===== src/shared/overtemp_warn_map.vh =====
/*
 * Register map and timing constants for the overtemperature warning
 * comparator. Assumes a 32-bit AXI4-Lite register port, 50 MHz clock.
 */
`ifndef OVERTEMP_WARN_MAP_VH
`define OVERTEMP_WARN_MAP_VH

// ----------------------------------------------------------------
// Register word indices; the byte address is four times the index
// ----------------------------------------------------------------
`define THRESHOLD_ADDR 16'hfe1a
`define THRESHOLD_INDEX 16'hfe1a
`define STATUS_INDEX 16'hfe1b
`define MASK_INDEX 16'hfe1c
`define ADDR_LSB 2

// ----------------------------------------------------------------
// Reset values and fields
// ----------------------------------------------------------------
`define THRESHOLD_RESET 8'hfa
`define THRESHOLD_MIN 8'h03
`define THRESHOLD_MAX 8'hfa
`define STATUS_WARN_BIT 0
`define STATUS_LEVEL_BIT 1
`define STATUS_RESET 2'b00
`define MASK_RESET 1'b0

// ----------------------------------------------------------------
// Timing
// ----------------------------------------------------------------
`define DEBOUNCE_MS 100
`define CLOCK_KHZ 50000
`define DEBOUNCE_CYCLES (`DEBOUNCE_MS * `CLOCK_KHZ)

// ----------------------------------------------------------------
// AXI responses
// ----------------------------------------------------------------
`define RESP_OKAY 2'b00
`define RESP_SLVERR 2'b10

`endif


===== src/hw/warn_debounce.v =====
/*
 * Debounce filter: output rises after the input has held high for
 * a full interval, and drops as soon as the input drops.
 * Assumes a synchronous single clock with asynchronous active-low reset.
 */
`timescale 1ns/1ns
module warn_debounce #(
    parameter CYCLES = 5000000,
    parameter WIDTH = 23
) (
    input wire sys_clk,
    input wire reset_n,
    input wire raw,
    output reg filtered_q
);
    reg [WIDTH-1:0] count_q;
    wire [31:0] last_full = CYCLES - 1;
    wire [WIDTH-1:0] last = last_full[WIDTH-1:0];

    always @(posedge sys_clk or negedge reset_n) begin
        if (!reset_n) begin
            count_q <= {WIDTH{1'b0}};
            filtered_q <= 1'b0;
        end else if (!raw) begin
            // A lapse restarts the interval from zero.
            count_q <= {WIDTH{1'b0}};
            filtered_q <= 1'b0;
        end else if (count_q == last) begin
            filtered_q <= 1'b1;
        end else begin
            count_q <= count_q + 1'b1;
        end
    end
endmodule


===== src/hw/overtemp_warning_compare.v =====
/*
 * Overtemperature warning comparator with an AXI4-Lite register port,
 * a 100 ms debounce and a sticky, maskable interrupt.
 * Assumes the sensor ADC result is synchronous to sys_clk.
 */
`timescale 1ns/1ns
`include "overtemp_warn_map.vh"

// Functional notes
// - Warning flag debounced by a 100 ms filter.
// - Threshold is register with zero MSB, 9 bits.
// - Compare only nine ADC MSBs.
// - Warn when reading below threshold.
// - One threshold step is 3.125 mV.
module overtemp_warning_compare #(
    parameter ADC_WIDTH = 12,
    parameter DEBOUNCE_CYCLES = `DEBOUNCE_CYCLES
) (
    input wire sys_clk,
    input wire reset_n,
    input wire [ADC_WIDTH-1:0] sensor_adc,
    input wire [31:0] s_axi_awaddr,
    input wire s_axi_awvalid,
    output reg s_axi_awready,
    input wire [31:0] s_axi_wdata,
    input wire [3:0] s_axi_wstrb,
    input wire s_axi_wvalid,
    output reg s_axi_wready,
    output reg [1:0] s_axi_bresp,
    output reg s_axi_bvalid,
    input wire s_axi_bready,
    input wire [31:0] s_axi_araddr,
    input wire s_axi_arvalid,
    output reg s_axi_arready,
    output reg [31:0] s_axi_rdata,
    output reg [1:0] s_axi_rresp,
    output reg s_axi_rvalid,
    input wire s_axi_rready,
    output reg warning_q,
    output reg irq_q
);
    // ------------------------------------------------------------
    // Comparator
    // ------------------------------------------------------------
    // The code is a voltage in 3.125 mV steps; it is compared as is.
    reg [7:0] threshold_q;
    wire [8:0] threshold_9 = {1'b0, threshold_q};
    wire [8:0] reading_9 = sensor_adc[ADC_WIDTH-1:ADC_WIDTH-9];
    wire below = reading_9 < threshold_9;
    wire debounced;

    warn_debounce #(
        .CYCLES(DEBOUNCE_CYCLES),
        .WIDTH(23)
    ) u_debounce (
        .sys_clk(sys_clk),
        .reset_n(reset_n),
        .raw(below),
        .filtered_q(debounced)
    );

    reg debounced_prev_q;
    wire warn_rise = debounced & ~debounced_prev_q;

    // ------------------------------------------------------------
    // AXI4-Lite write path
    // ------------------------------------------------------------
    reg aw_held_q;
    reg w_held_q;
    reg [15:0] aw_index_q;
    reg [31:0] wdata_q;
    reg [3:0] wstrb_q;
    reg status_q;
    reg mask_q;

    wire aw_take = s_axi_awvalid & s_axi_awready;
    wire w_take = s_axi_wvalid & s_axi_wready;
    wire aw_have = aw_held_q | aw_take;
    wire w_have = w_held_q | w_take;
    wire [15:0] aw_index = s_axi_awaddr[`ADDR_LSB+15:`ADDR_LSB];
    wire [15:0] aw_now = aw_take ? aw_index : aw_index_q;
    wire [31:0] wd_now = w_take ? s_axi_wdata : wdata_q;
    wire [3:0] ws_now = w_take ? s_axi_wstrb : wstrb_q;
    wire do_write = aw_have & w_have & ~s_axi_bvalid;
    wire wr_thr = do_write & (aw_now == `THRESHOLD_INDEX) & ws_now[0];
    wire wr_sts = do_write & (aw_now == `STATUS_INDEX) & ws_now[0];
    wire wr_msk = do_write & (aw_now == `MASK_INDEX) & ws_now[0];
    wire hit_w = (aw_now == `THRESHOLD_INDEX) |
        (aw_now == `STATUS_INDEX) | (aw_now == `MASK_INDEX);

    always @(posedge sys_clk or negedge reset_n) begin
        if (!reset_n) begin
            s_axi_awready <= 1'b1;
            s_axi_wready <= 1'b1;
            s_axi_bvalid <= 1'b0;
            s_axi_bresp <= `RESP_OKAY;
            aw_held_q <= 1'b0;
            w_held_q <= 1'b0;
            aw_index_q <= 16'h0000;
            wdata_q <= 32'h0000_0000;
            wstrb_q <= 4'h0;
            threshold_q <= `THRESHOLD_RESET;
            mask_q <= `MASK_RESET;
        end else begin
            if (s_axi_bvalid & s_axi_bready) begin
                s_axi_bvalid <= 1'b0;
                s_axi_awready <= 1'b1;
                s_axi_wready <= 1'b1;
            end
            if (aw_take) begin
                aw_index_q <= aw_index;
                s_axi_awready <= 1'b0;
            end
            if (w_take) begin
                wdata_q <= s_axi_wdata;
                wstrb_q <= s_axi_wstrb;
                s_axi_wready <= 1'b0;
            end
            if (do_write) begin
                aw_held_q <= 1'b0;
                w_held_q <= 1'b0;
                s_axi_bvalid <= 1'b1;
                s_axi_bresp <= hit_w ? `RESP_OKAY : `RESP_SLVERR;
            end else begin
                aw_held_q <= aw_have;
                w_held_q <= w_have;
            end
            // Out-of-range codes are stored as written; software owns them.
            if (wr_thr) begin
                threshold_q <= wd_now[7:0];
            end
            if (wr_msk) begin
                mask_q <= wd_now[0];
            end
        end
    end

    // ------------------------------------------------------------
    // Status, interrupt and warning output
    // ------------------------------------------------------------
    always @(posedge sys_clk or negedge reset_n) begin
        if (!reset_n) begin
            status_q <= 1'b0;
            debounced_prev_q <= 1'b0;
            warning_q <= 1'b0;
            irq_q <= 1'b0;
        end else begin
            debounced_prev_q <= debounced;
            warning_q <= debounced;
            // A new event wins over a simultaneous write-one-to-clear.
            if (warn_rise) begin
                status_q <= 1'b1;
            end else if (wr_sts & wd_now[`STATUS_WARN_BIT]) begin
                status_q <= 1'b0;
            end
            irq_q <= (status_q | warn_rise) & mask_q;
        end
    end

    // ------------------------------------------------------------
    // AXI4-Lite read path
    // ------------------------------------------------------------
    wire [15:0] ar_index = s_axi_araddr[`ADDR_LSB+15:`ADDR_LSB];

    always @(posedge sys_clk or negedge reset_n) begin
        if (!reset_n) begin
            s_axi_arready <= 1'b1;
            s_axi_rvalid <= 1'b0;
            s_axi_rdata <= 32'h0000_0000;
            s_axi_rresp <= `RESP_OKAY;
        end else if (s_axi_rvalid) begin
            if (s_axi_rready) begin
                s_axi_rvalid <= 1'b0;
                s_axi_arready <= 1'b1;
            end
        end else if (s_axi_arvalid & s_axi_arready) begin
            s_axi_arready <= 1'b0;
            s_axi_rvalid <= 1'b1;
            s_axi_rresp <= `RESP_OKAY;
            case (ar_index)
                `THRESHOLD_INDEX: begin
                    s_axi_rdata <= {24'h00_0000, threshold_q};
                end
                `STATUS_INDEX: begin
                    s_axi_rdata <= {30'h0000_0000, debounced, status_q};
                end
                `MASK_INDEX: begin
                    s_axi_rdata <= {31'h0000_0000, mask_q};
                end
                default: begin
                    s_axi_rdata <= 32'h0000_0000;
                    s_axi_rresp <= `RESP_SLVERR;
                end
            endcase
        end
    end
endmodule


===== config.mk =====
export PLATFORM = sky130hd
export DESIGN_NAME = overtemp_warning_compare
export DESIGN_NICKNAME = d
export VERILOG_FILES = /design/src/hw/warn_debounce.v /design/src/hw/overtemp_warning_compare.v
export VERILOG_INCLUDE_DIRS = /design/src /design/src/shared
export SDC_FILE = /design/constraint.sdc
export NUM_CORES = 1
export LEC_CHECK = 0
export ABC_AREA = 0
export BUFFER_PORTS_ARGS = -buffer_cell sky130_fd_sc_hd__buf_4
export CORE_UTILIZATION = 35
export CTS_CLUSTER_DIAMETER = 40
export DETAILED_ROUTE_END_ITERATION = 16
export GPL_ROUTABILITY_DRIVEN = 0
export GPL_TIMING_DRIVEN = 0
export PLACE_DENSITY = 0.72
export SETUP_SLACK_MARGIN = 0.4
export SYNTH_ARGS = -nofsm -noshare
export SYNTH_HDL_FRONTEND = slang
export SYNTH_SLANG_ARGS = --single-unit

===== constraint.sdc =====
create_clock -name sys_clk -period 2.4 [get_ports sys_clk]
set_clock_uncertainty 0.1 [all_clocks]
set_input_delay 0.36 -clock sys_clk [delete_from_list [all_inputs] [get_ports sys_clk]]
set_output_delay 0.36 -clock sys_clk [all_outputs]
set_load 0.005 [all_outputs]

==> reports/qor.yml <==
drv_cap: 0
cts_root_buf: "clkbuf_8"
gr-usage-met3: 0.02857
critPathArrivalTime_ns: 2.55
crit_fanout: 8
worst_slew_pin_slew_ns: 0.9716
status: "completed"
p_leak_nw: 2.363
grt_max_degree: 79
drt_iter0_drc: 125
critPathKind: "flop to flop"
clk_transition_reported_paths_ns: 0.09
crit-reg2reg-launch: "s_axi_awready"
wl_um: 8269
syn_avg_cell_area_um2: 10.97
syn_area_mm2: 0.003830
n_antenna_cell: 0
yosysWarnings: 0
pre_cts_slack_ns: -0.3066
gr-usage-met1: 0.1761
ir_worst_vdd_v: 0.0002625
synth-seq-area-share: 0.5126
placed_area_mm2: 0.004647
synth_ff_type: "dfrtp_1"
slew_headroom: 0.3523
setup_viol: 0
cp-end-kind: "flop"
cts_tree: "built"
die_x_um: 106.6
drc: 0
cts.sinks: 78
final_area_mm2: 0.005112
worstPathRequired_ns: 2.57
p_total_w: 0.002551
numCtsBuffers: 9
timing.final.ws_setup_ns: 0.02740
vias: 2906
cpMaxStageDelayCell: "dfstp_2"
async_reset_ff_frac: 1.000
gr-total-overflow: 0
critPathLaunch: "s_axi_awready"
placement.io_buffers: 73
maxSlewViolCount: 0
io_pins: 162
clk_latency_ns: 0.35
area_delta_synth_final_pct: 33.49
crit_buf_inv: 1
htreeDepth: 3
track_usage: 0.1481
grt_pass1_vias: 2950
synth.top_cell.area_share: 0.4508
busiest_layer: "met2"
ant_nets: 0
finalHoldViolations: 0
synthTopCellsByArea: "dfrtp_1 45%, mux2_2 9.7%, dfstp_2 6.2%, buf_4 5.1%, nor2_1 4.0%"
synth-seq-cells: 78
die_area_mm2: 0.01136
row_count: 37
start_util: 0.3661
via_per_inst: 4.764
synth_edf_count: 0
antenna_found_initial: 0
fin_crit_sh: 0.9886
netlist_instances: 349
startpoint_type: "flop"
power_per_cell_area_mw_per_mm2: 499.0
path_cells: "nand2_4, or4b_4, o22a_4, nor4_4, buf_12, mux2_2"
final_common_cell: "buf_4"
clockBufferDepth: 2
yosysTopAreaCell: "dfrtp_1"
nets: 596
firstDrtPassIters: 4
drive_gt1_frac: 0.4241
grt_setup_unrepaired: "yes"
hp-class: "input pin to asynchronous set/reset pin"
routedWlPerCell_um: 13.56
grt_pass1_wl_um: 13350
crit_family: "simple AND/OR/NAND/NOR gates"
fill_cells: 953
tns_ns: 0
die_y_um: 106.6
dp_hpwl_um: 5874
fmax_mhz: 421.5
mostFrequentLayoutCells: "107 x buf_4, 67 x dfrtp_1, 33 x nor2_1"
fin_crit_ns: 2.373
grtUsageMet2: 0.2590
ys_types: 44
slowest_delay_ns: 0.57
coreArea_mm2: 0.01046
## logic make-up (layout without fill, tap and decap cells)
group,Yosys count,count (layout),synth area share
flip-flops,78,78,0.5126
AO/OA/AOI/OAI,35,35,0.06011
buffers and inverters,43,143,0.06763
adder cells (fa/ha/maj),8,8,0.02614
multiplexers,37,37,0.1075
XOR/XNOR,21,21,0.04802
other,1,26,0.0009791
AND/OR/NAND/NOR,126,126,0.1771
## power by group
group          internal [W]  switching (W)  leakage (nW)
logic              0.000122      0.0000927          1.23
registers           0.00132     0.00000617          1.04
clock network      0.000491       0.000517        0.0929
total               0.00194       0.000616          2.36
## what timing repair did
| action | in CTS | in global routing |
|---|---|---|
| pin swaps | 6 | 12 |
| endpoints found under the setup margin | 31 | 38 |
| resized for setup | 21 | 26 |
| hold buffers | 0 | 0 |
| buffers inserted | 6 | 5 |
## worst paths after layout
path	to	slack (ns)	cells past startpoint
max in group asynchronous	u_debounce.count_q[2]	1.44	1
hold / removal	u_debounce.count_q[16]	0.06	1
setup / recovery	threshold_q[7]	0.03	6
min in group sys_clk	s_axi_wready	0.08	2
setup reg to reg	threshold_q[7]	0.03	6
hold reg to reg	debounced_prev_q	0.34	0
## worst reg2reg max path: stages (launching register included)
cell and delay (ns):
dfstp_2 0.57, nand2_4 0.06, or4b_4 0.51, o22a_4 0.26, nor4_4 0.30, buf_12 0.17
mux2_2 0.34
## sequential cells by signal, summed over array words and instances (netlist names), 8 cells and up
name,count
wdata_q,8
threshold_q,8
u_debounce.count_q,23
s_axi_rdata,8
aw_index_q,16
## layer usage
layer  wire length, um  up-vias
li1                  -     1422
met1              3560     1396
met2              4229       79
met3               382        9
met4                96        0
met5                 0        -
## area by class of cell
type	count	area, um2	area share
flip-flops and latches	78	1966	0.3845
clock inverters	7	78.83	0.01542
clock buffers	9	123.9	0.02423
well taps	136	170.2	0.03328
multi-input cells	253	1848	0.3615
repair buffers	84	650.6	0.1273
plain buffers	32	234.0	0.04577
inverters	11	41.29	0.008076
## cell usage after synthesis (all sizes together), types with 8 or more instances
cell and count:
a21oi 8, buf 26, dfrtp 69, dfstp 9
ha 8, inv 11, mux2 33, nand2 19
nand3 12, nand4 11, nor2 41, o21ai 9
xor2 15
## through the flow
stage / util / hold slack (ns) / instances
6_report: 0.4886 / 0.06051 / 610
2_1_floorplan: - / -0.03559 / 374
3_3_place_gp: 0.4442 / 0.3264 / 583
4_1_cts: 0.4757 / 0.07036 / 605
3_5_place_dp: 0.4442 / 0.3366 / 583
5_1_grt: 0.4886 / 0.08556 / 610
No activity file was read; power rests on OpenSTA's default activity.
